File: config.mk
export PLATFORM = sky130hd
export DESIGN_NAME = mains_zero_cross_detector
export DESIGN_NICKNAME = d
export VERILOG_FILES = /design/src/core/zc_pkg.sv /design/src/core/mains_zero_cross_detector.sv
export VERILOG_INCLUDE_DIRS = /design/src /design/src/core
export SDC_FILE = /design/constraint.sdc
export NUM_CORES = 1
export LEC_CHECK = 0
export ABC_AREA = 1
export ABC_CLOCK_PERIOD_IN_PS = 13500
export BUFFER_PORTS_ARGS = -buffer_cell sky130_fd_sc_hd__buf_2
export CAP_MARGIN = 0
export CORE_ASPECT_RATIO = 0.9
export CORE_MARGIN = 2
export CORE_UTILIZATION = 50
export DETAILED_ROUTE_END_ITERATION = 12
export PLACE_DENSITY = 0.68
export SLEW_MARGIN = 20
export SYNTH_ARGS = -nofsm -noshare
export SYNTH_HDL_FRONTEND = slang
export SYNTH_SLANG_ARGS = --single-unit
File: constraint.sdc
create_clock -name clk_i -period 13.5 [get_ports clk_i]
set_clock_uncertainty 0.15 [all_clocks]
set_input_delay 0.675 -clock clk_i [delete_from_list [all_inputs] [get_ports clk_i]]
set_output_delay 0.675 -clock clk_i [all_outputs]
set_load 0.05 [all_outputs]
File: src/core/zc_defines.svh
// Register map, field positions, reset value and timing figures of the zero-cross detector
`ifndef ZC_DEFINES_SVH
`define ZC_DEFINES_SVH

`define ZC_SETUP_OFFSET 16'h04a0
`define ZC_SETUP_RESET 32'h0002_3210
`define ZC_SETUP_WMASK 32'h0003_7f1f
`define ZC_FILTER_LSB 8
`define ZC_FILTER_W 7
`define ZC_FIRST_PEAK_BIT 16
`define ZC_SECOND_PEAK_BIT 17
`define ZC_CLK_HZ 200000000
// Mains band: 50 Hz - 10 % up to 60 Hz + 10 %
`define ZC_MAINS_MIN_HZ 45
`define ZC_MAINS_MAX_HZ 66
// Shortest event spacing is half the fastest mains period, longest is one slowest period
`define ZC_MIN_SPACING_CYC (`ZC_CLK_HZ / (2 * `ZC_MAINS_MAX_HZ))
`define ZC_MAX_SPACING_CYC (`ZC_CLK_HZ / `ZC_MAINS_MIN_HZ)

`endif

File: src/core/zc_pkg.sv
// Types shared by the zero-cross detector
`default_nettype none
package zc_pkg;

  typedef struct packed {
    logic [13:0] reserved_hi;
    logic second_peak_capture_enable;
    logic first_peak_capture_enable;
    logic reserved_15;
    logic [6:0] filter_len;
    logic [2:0] reserved_lo;
    logic glitch_filter_bypass;
    logic period_halving;
    logic input_invert;
    logic falling_edge_choice;
    logic single_direction_select;
  } zero_cross_setup_t;

  typedef enum logic [1:0] {
    ST_ACQUIRE = 2'b01,
    ST_TRACK = 2'b10
  } track_state_t;

  typedef struct packed {
    logic first_peak;
    logic second_peak;
  } peak_events_t;

endpackage
`default_nettype wire

File: src/core/mains_zero_cross_detector.sv
// Mains zero-crossing detector: input filter, conditioning, prediction loop and setup register
`include "zc_defines.svh"
`default_nettype none

// Operation
// - Track and predict 50/60 Hz mains crossings within ten percent deviation.
// - Midpoint of each conditioned high pulse is a crossing; forecast the next one.
// - Bit 0 clear detects both directions; set detects one, chosen by bit 1.
// - Bit 1 matters only in single-direction mode: 0 rising, 1 falling.
// - Bit 2 set inverts the input before the prediction loop.
// - Bit 3 set halves input period, crossing marked at each input edge.
// - Bit 4 clear enables glitch filter; set bypasses it.
// - Filter accepts a new level only after bits 14:8 cycles of stability.
// - Bit 16 and a first-type peak copy latest crossing time to peak time.
// - Bit 17 and a second-type peak copy latest crossing time to peak time.
module mains_zero_cross_detector #(
  parameter int TW = 32,
  parameter int MIN_SPACING = `ZC_MIN_SPACING_CYC,
  parameter int MAX_SPACING = `ZC_MAX_SPACING_CYC
) (
  input wire logic clk_i,
  input wire logic rst_n_i,
  input wire logic mains_sense_input_i,
  input wire logic reg_wr_i,
  input wire logic reg_rd_i,
  input wire logic [15:0] reg_addr_i,
  input wire logic [31:0] reg_wdata_i,
  output logic [31:0] reg_rdata_o,
  input wire zc_pkg::peak_events_t peak_i,
  output logic zero_cross_flag_o,
  output logic [TW-1:0] latest_crossing_timestamp_o,
  output logic [TW-1:0] peak_crossing_timestamp_o
);

  // ----------------------------------------------------------------
  // Setup register
  // ----------------------------------------------------------------
  zc_pkg::zero_cross_setup_t setup_q;
  logic sel_setup;
  assign sel_setup = (reg_addr_i == `ZC_SETUP_OFFSET);

  always_ff @(posedge clk_i or negedge rst_n_i) begin
    if (!rst_n_i) begin
      setup_q <= `ZC_SETUP_RESET;
    end else if (reg_wr_i && sel_setup) begin
      setup_q <= reg_wdata_i & `ZC_SETUP_WMASK;
    end
  end

  // Unmapped addresses and idle cycles read zero
  always_ff @(posedge clk_i or negedge rst_n_i) begin
    if (!rst_n_i) begin
      reg_rdata_o <= 32'h0000_0000;
    end else if (reg_rd_i && sel_setup) begin
      reg_rdata_o <= setup_q & `ZC_SETUP_WMASK;
    end else begin
      reg_rdata_o <= 32'h0000_0000;
    end
  end

  // ----------------------------------------------------------------
  // Pin synchroniser and glitch filter
  // ----------------------------------------------------------------
  logic sync1_q, sync2_q, filt_q;
  logic [6:0] stable_q;

  always_ff @(posedge clk_i or negedge rst_n_i) begin
    if (!rst_n_i) begin
      sync1_q <= 1'b0;
      sync2_q <= 1'b0;
    end else begin
      sync1_q <= mains_sense_input_i;
      sync2_q <= sync1_q;
    end
  end

  // Counts cycles the synchronised level has differed from the accepted one
  always_ff @(posedge clk_i or negedge rst_n_i) begin
    if (!rst_n_i) begin
      stable_q <= 7'h00;
      filt_q <= 1'b0;
    end else if (setup_q.glitch_filter_bypass) begin
      stable_q <= 7'h00;
      filt_q <= sync2_q;
    end else if (sync2_q == filt_q) begin
      stable_q <= 7'h00;
    end else if (stable_q + 7'h01 >= setup_q.filter_len) begin
      stable_q <= 7'h00;
      filt_q <= sync2_q;
    end else begin
      stable_q <= stable_q + 7'h01;
    end
  end

  // ----------------------------------------------------------------
  // Input conditioning stage
  // ----------------------------------------------------------------
  logic cond, cond_q, rise, fall;
  assign cond = filt_q ^ setup_q.input_invert;
  assign rise = cond && !cond_q;
  assign fall = !cond && cond_q;

  always_ff @(posedge clk_i or negedge rst_n_i) begin
    if (!rst_n_i) begin
      cond_q <= 1'b0;
    end else begin
      cond_q <= cond;
    end
  end

  // Free-running time base shared by stamps and prediction
  logic [TW-1:0] tmr_q, rise_t_q;
  always_ff @(posedge clk_i or negedge rst_n_i) begin
    if (!rst_n_i) begin
      tmr_q <= '0;
    end else begin
      tmr_q <= tmr_q + TW'(1);
    end
  end

  always_ff @(posedge clk_i or negedge rst_n_i) begin
    if (!rst_n_i) begin
      rise_t_q <= '0;
    end else if (rise) begin
      rise_t_q <= tmr_q;
    end
  end

  // Crossing events: pulse midpoints, or each edge when halving; without halving the
  // direction simply alternates, so single-direction picks every other pulse.
  logic ev_valid, ev_dir, ev_acc, par_q;
  logic [TW-1:0] ev_time;

  always_comb begin
    if (setup_q.period_halving) begin
      ev_valid = rise || fall;
      ev_time = tmr_q;
      ev_dir = fall;
    end else begin
      ev_valid = fall;
      ev_time = rise_t_q + ((tmr_q - rise_t_q) >> 1);
      ev_dir = par_q;
    end
  end

  always_ff @(posedge clk_i or negedge rst_n_i) begin
    if (!rst_n_i) begin
      par_q <= 1'b0;
    end else if (fall && !setup_q.period_halving) begin
      par_q <= !par_q;
    end
  end

  assign ev_acc = ev_valid && (!setup_q.single_direction_select || (ev_dir == setup_q.falling_edge_choice));

  // ----------------------------------------------------------------
  // Prediction loop
  // ----------------------------------------------------------------
  zc_pkg::track_state_t state_q;
  logic [TW-1:0] prev_q, period_q, pred_q, spacing;
  logic in_band, have_prev_q, fire, lost;
  assign spacing = ev_time - prev_q;
  assign in_band = (spacing >= TW'(MIN_SPACING)) && (spacing <= TW'(MAX_SPACING));
  assign fire = (state_q == zc_pkg::ST_TRACK) && (tmr_q == pred_q);
  assign lost = have_prev_q && ((tmr_q - prev_q) > TW'(2 * MAX_SPACING));

  always_ff @(posedge clk_i or negedge rst_n_i) begin
    if (!rst_n_i) begin
      state_q <= zc_pkg::ST_ACQUIRE;
      prev_q <= '0;
      period_q <= '0;
      pred_q <= '0;
      have_prev_q <= 1'b0;
    end else if (ev_acc) begin
      prev_q <= ev_time;
      have_prev_q <= 1'b1;
      if (have_prev_q && in_band) begin
        case (state_q)
          zc_pkg::ST_ACQUIRE: begin
            period_q <= spacing;
            pred_q <= ev_time + spacing;
            state_q <= zc_pkg::ST_TRACK;
          end
          zc_pkg::ST_TRACK: begin
            // Halfway averaging trades tracking speed for jitter immunity
            period_q <= TW'(({1'b0, period_q} + {1'b0, spacing}) >> 1);
            pred_q <= ev_time + TW'(({1'b0, period_q} + {1'b0, spacing}) >> 1);
          end
          default: state_q <= zc_pkg::ST_ACQUIRE;
        endcase
      end else if (have_prev_q) begin
        state_q <= zc_pkg::ST_ACQUIRE;
      end
    end else if (lost) begin
      state_q <= zc_pkg::ST_ACQUIRE;
      have_prev_q <= 1'b0;
    end else if (fire) begin
      pred_q <= pred_q + period_q; // keeps forecasting between measured pulses
    end
  end

  // ----------------------------------------------------------------
  // Flag and timestamps
  // ----------------------------------------------------------------
  always_ff @(posedge clk_i or negedge rst_n_i) begin
    if (!rst_n_i) begin
      zero_cross_flag_o <= 1'b0;
      latest_crossing_timestamp_o <= '0;
    end else begin
      zero_cross_flag_o <= fire;
      if (fire) begin
        latest_crossing_timestamp_o <= tmr_q;
      end
    end
  end

  always_ff @(posedge clk_i or negedge rst_n_i) begin
    if (!rst_n_i) begin
      peak_crossing_timestamp_o <= '0;
    end else if ((peak_i.first_peak && setup_q.first_peak_capture_enable) ||
                 (peak_i.second_peak && setup_q.second_peak_capture_enable)) begin
      peak_crossing_timestamp_o <= latest_crossing_timestamp_o;
    end
  end

  // ----------------------------------------------------------------
  // Assertions
  // ----------------------------------------------------------------
  flag_cause_a: assert property (@(posedge clk_i) disable iff (!rst_n_i)
    zero_cross_flag_o |-> $past(state_q) == zc_pkg::ST_TRACK && latest_crossing_timestamp_o == $past(tmr_q))
    else $error("crossing flag without a matching forecast");

  // Checked against the raw edges and parity, not against the direction mux itself
  direction_gate_a: assert property (@(posedge clk_i) disable iff (!rst_n_i)
    ev_acc && setup_q.single_direction_select
    |-> (setup_q.period_halving ? (setup_q.falling_edge_choice ? fall : rise)
                                : (par_q == setup_q.falling_edge_choice)))
    else $error("crossing of the wrong direction accepted");

  both_dir_a: assert property (@(posedge clk_i) disable iff (!rst_n_i)
    ev_valid && !setup_q.single_direction_select |-> ev_acc)
    else $error("crossing dropped in both-direction mode");

  bypass_path_a: assert property (@(posedge clk_i) disable iff (!rst_n_i)
    setup_q.glitch_filter_bypass && $past(setup_q.glitch_filter_bypass) |-> filt_q == $past(sync2_q))
    else $error("bypassed filter does not follow input");

  filter_hold_a: assert property (@(posedge clk_i) disable iff (!rst_n_i)
    !setup_q.glitch_filter_bypass && $past(!setup_q.glitch_filter_bypass) && $changed(filt_q)
    |-> $past(stable_q) + 7'h01 >= $past(setup_q.filter_len))
    else $error("filter accepted a level too early");

  invert_a: assert property (@(posedge clk_i) disable iff (!rst_n_i)
    ##1 $stable(setup_q.input_invert) |-> cond_q == ($past(filt_q) ^ setup_q.input_invert))
    else $error("conditioned level has wrong polarity");

  peak_copy_a: assert property (@(posedge clk_i) disable iff (!rst_n_i)
    peak_i.first_peak && setup_q.first_peak_capture_enable
    |=> peak_crossing_timestamp_o == $past(latest_crossing_timestamp_o))
    else $error("peak time not captured");

  peak_hold_a: assert property (@(posedge clk_i) disable iff (!rst_n_i)
    !(peak_i.first_peak && setup_q.first_peak_capture_enable) &&
    !(peak_i.second_peak && setup_q.second_peak_capture_enable) |=> $stable(peak_crossing_timestamp_o))
    else $error("peak time changed without an enabled peak");

  reserved_zero_a: assert property (@(posedge clk_i) disable iff (!rst_n_i)
    (reg_rdata_o & ~`ZC_SETUP_WMASK) == 32'h0000_0000)
    else $error("reserved bits read non-zero");

endmodule
`default_nettype wire

==> results of run 1 <==
[layout by cell type (no fill, tap or decap), types with 17 or more instances in the layout]
cell type	Yosys	layout
buf_2	1	114
nor3_1	43	43
nand2_2	32	34
o21a_1	19	19
clkbuf_16	0	31
nand4_1	57	57
nand3b_1	23	23
nand3_1	158	158
a21oi_1	276	276
nor2_1	260	260
inv_1	547	546
o21bai_1	22	22
o21ai_2	23	23
mux2_2	47	47
or2_2	20	20
conb_1	1	18
o21ai_0	320	320
ha_1	231	230
dfrtp_1	262	262
nand2_1	936	934
xnor2_1	44	44
xor2_1	94	94
buf_4	22	17
[power groups by stage]
| stage | clock network (mW) | registers (mW) | logic (mW) |
|---|---|---|---|
| 2_1_floorplan | 0 | 0.856 | 1.63 |
| 3_3_place_gp | 0 | 0.861 | 2.16 |
| 3_5_place_dp | 0 | 0.862 | 2.17 |
| 4_1_cts | 0.874 | 0.847 | 2.18 |
| 5_1_grt | 0.907 | 0.851 | 2.49 |
| 6_report | 0.859 | 0.848 | 2.21 |
[cell families (layout without fill, tap and decap cells)]
| family | count (synthesis) | after routing | share of synthesized area |
|---|---|---|---|
| buf+inv | 635 | 745 | 0.100 |
| other cells | 1 | 19 | 0.000149 |
| mux | 48 | 48 | 0.0214 |
| compound gates | 762 | 762 | 0.170 |
| flops | 268 | 268 | 0.267 |
| fa+ha+maj | 238 | 238 | 0.121 |
| simple gates | 1585 | 1585 | 0.272 |
| xor+xnor | 140 | 140 | 0.0494 |
[final cells by class]
cell class / count / share of cell area
multi-input combinational: 2791 / 0.584
inverter: 554 / 0.0760
clock inverter: 11 / 0.00379
tap: 671 / 0.0307
antenna: 1 / 0.0000914
clock buffer: 47 / 0.0338
sequential: 268 / 0.245
timing repair buffer: 133 / 0.0264
[path summary, 6_finish.rpt]
| path | from | slack, ps | end | cells past startpoint |
|---|---|---|---|---|
| max | tmr_q[1] | 2640 | pred_q[28] | 52 |
| min | mains_sense_input_i | 40 | sync1_q | 1 |
| max reg2reg | tmr_q[1] | 2640 | pred_q[28] | 52 |
| min reg2reg | sync1_q | 200 | sync2_q | 0 |
| max in group asynchronous | rst_n_i | 11400 | period_q[22] | 3 |
| min in group asynchronous | rst_n_i | 500 | rise_t_q[2] | 2 |
[registers in the layout, summed over array words and instances (netlist names)]
register / flops
cond_q: 1
prev_q: 32
sync2_q: 1
setup_q: 14
have_prev_q: 1
rise_t_q: 32
period_q: 32
zero_cross_flag_o: 1
pred_q: 32
state_q: 2
latest_crossing_timestamp_o: 32
par_q: 1
filt_q: 1
peak_crossing_timestamp_o: 32
reg_rdata_o: 14
sync1_q: 1
stable_q: 7
tmr_q: 32
[metal layers]
layer,routed length (um),track usage
met2,36500,0.509
met3,4870,0.0316
met4,2940,0.104
met5,0,0
met1,38100,0.440
[worst register-to-register path: cells and delay by family, from the launching register on]
family / cells / cell delay, ps
compound gates: 18 / 3800
buf+inv: 8 / 1060
flops: 1 / 500
xor+xnor: 1 / 100
fa+ha+maj: 5 / 1670
simple gates: 20 / 3460
==> metrics, run 1 <==
status=complete, no violations; Ys Warns=0; Buf/Inv on CP=8; clock buffer depth=3; worst hold margin=approximately 35 ps; Mapped Cells=~3,700; quantity of gates resized following cts=0; Fillers=about 5,000; vias in the first global route=roughly 23,000; vias per cell=5.48; # hold bufs at CTS=1; CTS Root Cell=clkbuf_16; Crit Path Max Fanout=7; CTS tree=built; Die Height=roughly 220 um; initial core utilization=0.509; Remaining DRCs=0; Hold Crit Class=in -> reg; Final setup viols=0; peak supply drop=roughly 0.00012 V; final net count=4,072; cell area after synthesis=25,100 um2; Worst path max stage delay=around 500 ps; H-tree depth=1; clock share of power=0.219; Pwr Total=~3.9 mW; # Post-CTS Setup Buffers=0; clock-pin slew on the worst setup and hold paths=60 ps; Top FF cell, synth=dfrtp_1; initial DRC count=between 2,000 and 2,500; Max Cap Viol=0; Avg Inst Size Synth=a little under 7 um2; I/O Buffers=~120; WL per Instance=roughly 18 um; final setup margin=2640 ps; FP Rows=between 70 and 80; Crit. End Element=register; Final Cell Area=27,400 um2; Comb pwr share=0.565; Pre-antenna DRT Iters=6; core area=just under 50,000 um2; initial antenna violation count=0; HPWL after detailed placement=67,300 um; Finished Layout Cells=about 4,500; Area Overhead vs Synth=8.89%; largest net degree at the start of global routing=84; Net Switching=~1.9 mW; routed via count=between 20,000 and 25,000; Tmin final=around 11,000 ps; register area share after synthesis=0.267; Num CTS Buffers=31; share of the synthesized area in the top cell type=0.261; first-pass GRT wire length=between 100,000 and 150,000 um; GRT Util Overall=0.314; period utilization=0.805; FF/Latch Area=approximately 6700 um2; clk_lat worst skew=approximately 600 ps; unrepaired setup endpoints after global routing=no; setup total negative slack=0 ps; Placement Setup Slack=2790 ps; die area=52,100 um2; Slowest cell on crit path=dfrtp_1; ratio of cells with drive above 1 in the final layout=0.0949; top-count cell post-synth=nand2_1; PD cells=143 nW/um2; CP top delay family=compound AO/OA/AOI/OAI gates; sequential power share=0.216; Sw Ratio=0.482; Final Max Tran Viols=0; placed cell area=around 26,000 um2; DP Cell Count=4,416; Slew @ Worst Pin=1040 ps; post-synth top area cell=dfrtp_1; Critical Path AT=11,200 ps; Yosys reg bits=between 200 and 300; WS Path Type=reg -> reg; Synth top cells by count=nand2_1 (936), inv_1 (547), o21ai_0 (320), a21oi_1 (276), dfrtp_1 (262); grt total ovfl=0; final wirelength=slightly above 80,000 um; largest cells by area after synthesis=dfrtp_1 (26%), nand2_1 (14%), ha_1 (11%); leakage power=approximately 15 nW; f_max=92.1 MHz; startpoint types=register; gpl congestion=0.989; Sink Count=268; final hold viol count=0; Distinct cells, synth=68; asr flop ratio synth=1.00; number of synthesized flops with an enable pin=0; CP Data Required Time=about 14,000 ps; post-route ant nets=0; Die W=240 um; final core occ=0.554; # IOs=around 150; area of the multi-input gates=approximately 16,000 um2; P_int=between 2 and 2.5 mW; relative slew slack=0.297
No activity file was read; power rests on OpenSTA's default activity.
==> inputs of run 2 (changes only) <==
--- a/config.mk
+++ b/config.mk
@@ -7,7 +7,7 @@
 export NUM_CORES = 1
 export LEC_CHECK = 0
 export ABC_AREA = 1
-export ABC_CLOCK_PERIOD_IN_PS = 13500
+export ABC_CLOCK_PERIOD_IN_PS = 10250
 export BUFFER_PORTS_ARGS = -buffer_cell sky130_fd_sc_hd__buf_2
 export CAP_MARGIN = 0
 export CORE_ASPECT_RATIO = 0.9
==> constraint.sdc (replaced) <==
create_clock -name clk_i -period 10.25 [get_ports clk_i]
set_clock_uncertainty 0.15 [all_clocks]
set_input_delay 0.5125 -clock clk_i [delete_from_list [all_inputs] [get_ports clk_i]]
set_output_delay 0.5125 -clock clk_i [all_outputs]
set_load 0.05 [all_outputs]
==> metrics, run 2 (synthesis results as in run 1) <==
die area=52,100 um2 (unchanged); # IOs=152 (unchanged); Die W=240 um (unchanged); area of the multi-input gates=16,100 um2 (+0.56%); final net count=4,111 (+0.96%); commonest cells after routing, fill and taps aside=nand2_1 (934), inv_1 (546), o21ai_0 (309); FP Rows=77 (unchanged); setup total negative slack=0 ps (unchanged); Final setup viols=0 (unchanged); Max Cap Viol=0 (unchanged); Area Overhead vs Synth=11.1%; final wirelength=81,400 um (-1.3%); relative slew slack=0.317 (+0.0206); CP top delay family=simple AND/OR/NAND/NOR gates; Critical Path AT=9810 ps (-1390 ps); final setup margin=796 ps (-1840 ps); Slew @ Worst Pin=1010 ps (-30.6 ps); PD cells=191 nW/um2 (+33%); vias in the first global route=23,332 (+0.83%); initial DRC count=2,168 (+0.37%); I/O Buffers=115 (unchanged); H-tree depth=1 (unchanged); f_max=106 MHz (+15%); Critical path origin=tmr_q[1]; Remaining DRCs=0 (unchanged); clock buffer depth=3 (unchanged); WS Path Type=reg -> reg; most common cell after layout, fill and taps aside=nand2_1; core area=49,400 um2 (unchanged); placed cell area=26,500 um2 (+0.66%); peak supply drop=0.000164 V (+32%); CP Data Required Time=10,600 ps (-3240 ps); worst hold margin=200 ps (+165 ps); Crit. End Element=register; post-route ant nets=0 (unchanged); Num CTS Buffers=31 (unchanged); Placement Setup Slack=319 ps (-2470 ps); reg-to-reg startpoint=tmr_q[1]; period utilization=0.922 (+0.118); R2R Path End=pred_q[28]; routed via count=24,722 (+0.81%); final core occ=0.565 (+0.0111); FF/Latch Area=6720 um2 (about the same); Final Cell Area=27,900 um2 (+2.0%); gpl congestion=0.996 (+0.78%); HPWL after detailed placement=66,300 um (-1.4%); Buf/Inv on CP=6 (-2); Sink Count=268 (unchanged); CTS tree=built; largest net degree at the start of global routing=79 (-6.0%); clock-pin slew on the worst setup and hold paths=60 ps (about the same); clk_lat worst skew=610 ps (about the same); ratio of cells with drive above 1 in the final layout=0.106 (+0.0107); leakage power=15.2 nW (+1.9%); vias per cell=5.48 (about the same); WL per Instance=18.0 um (-2.1%); Die Height=217 um (unchanged); startpoint types=register; initial antenna violation count=0 (unchanged); final hold viol count=0 (unchanged); first-pass GRT wire length=127,000 um (-0.82%); Crit Path Max Fanout=6 (-1); R2R depth=51 (-1.9%); CTS Root Cell=clkbuf_16; reg2reg setup slack=800 ps (-1840 ps); Worst path max stage delay=500 ps (about the same); Slowest cell on crit path=ha_1; CP Capture Point=pred_q[28]; GRT Util Overall=0.311 (-0.00340); CP dominant cell by count=nand2_1; critical path depth=51 (-1.9%); grt total ovfl=0 (unchanged); Tmin final=9450 ps (-1410 ps); Fillers=4,866 (-2.1%); Pre-antenna DRT Iters=6 (unchanged); status=complete, no violations; initial core utilization=0.509 (unchanged); Final Max Tran Viols=0 (unchanged); Hold Crit Class=reg -> reg
## run 2: cell count changes in the layout (fill, tap and decap cells not counted), moves of 3 or more
cell and change:
bufinv_16 +6, a21oi_2 +4, o21ai_0 -11, o21ai_1 +5, a21boi_2 +3, buf_4 +24
clkbuf_8 -3, dlygate4sd3_1 +15, a21boi_0 -5, a21oi_1 -4, o21ai_2 +6
## run 2: worst min path at each step
stage               slack (ps)  startpoint       to  cells after the start
floorplan                   70     rst_n_i   cond_q                      0
global placement           190     sync1_q  sync2_q                      0
detailed placement         190     sync1_q  sync2_q                      0
CTS                        200     sync1_q  sync2_q                      0
global route               230     sync1_q  sync2_q                      0
finish                     200     sync1_q  sync2_q                      0
## run 2: where the power goes
part	total (mW)	leakage, nW	switching, mW	internal [mW]
clock network	1.26	0.565	0.483	0.777
logic	2.96	11.0	1.99	0.966
registers	1.12	3.65	0.0242	1.09
total	5.33	15.2	2.50	2.84
## run 2: what timing repair did
| item | 4_1_cts | 5_1_grt |
|---|---|---|
| setup buffers | 0 | 1 |
| hold buffers | 16 | 0 |
| endpoints found under the hold margin | 89 | 0 |
| gates resized for setup | 0 | 36 |
| setup endpoints to repair | 0 | 11 |
## run 2: layout make-up
type	instances	share of cell area
flip-flops and latches	268	0.240
repair buffers	172	0.0377
inverters	554	0.0745
diodes	1	0.0000896
multi-input cells	2791	0.576
clock buffers	43	0.0315
clock inverters	15	0.00986
well taps	671	0.0301
## run 2: through the flow
stage          cells  power, mW
2_1_floorplan   3694       3.28
3_3_place_gp    4439       3.98
3_5_place_dp    4439       4.01
5_1_grt         4514       5.78
4_1_cts         4513       5.29
6_report        4515       5.33
## run 2: worst register-to-register path: cells and delay by family, from the launching register on
family                     cells  cell delay [ps]
DFF                            1              370
AOI/OAI and AO/OA             15             2930
buffers and inverters          6              600
adders and majority gates      5             1700
and+or+nand+nor               23             3170
xor gates and xnor gates       2              430
## run 2: metal layers
metal | wire length (um) | global-route usage
met4 | 3270 | 0.112
met5 | 0 | 0
met3 | 4690 | 0.0316
met2 | 35900 | 0.503
met1 | 37600 | 0.432
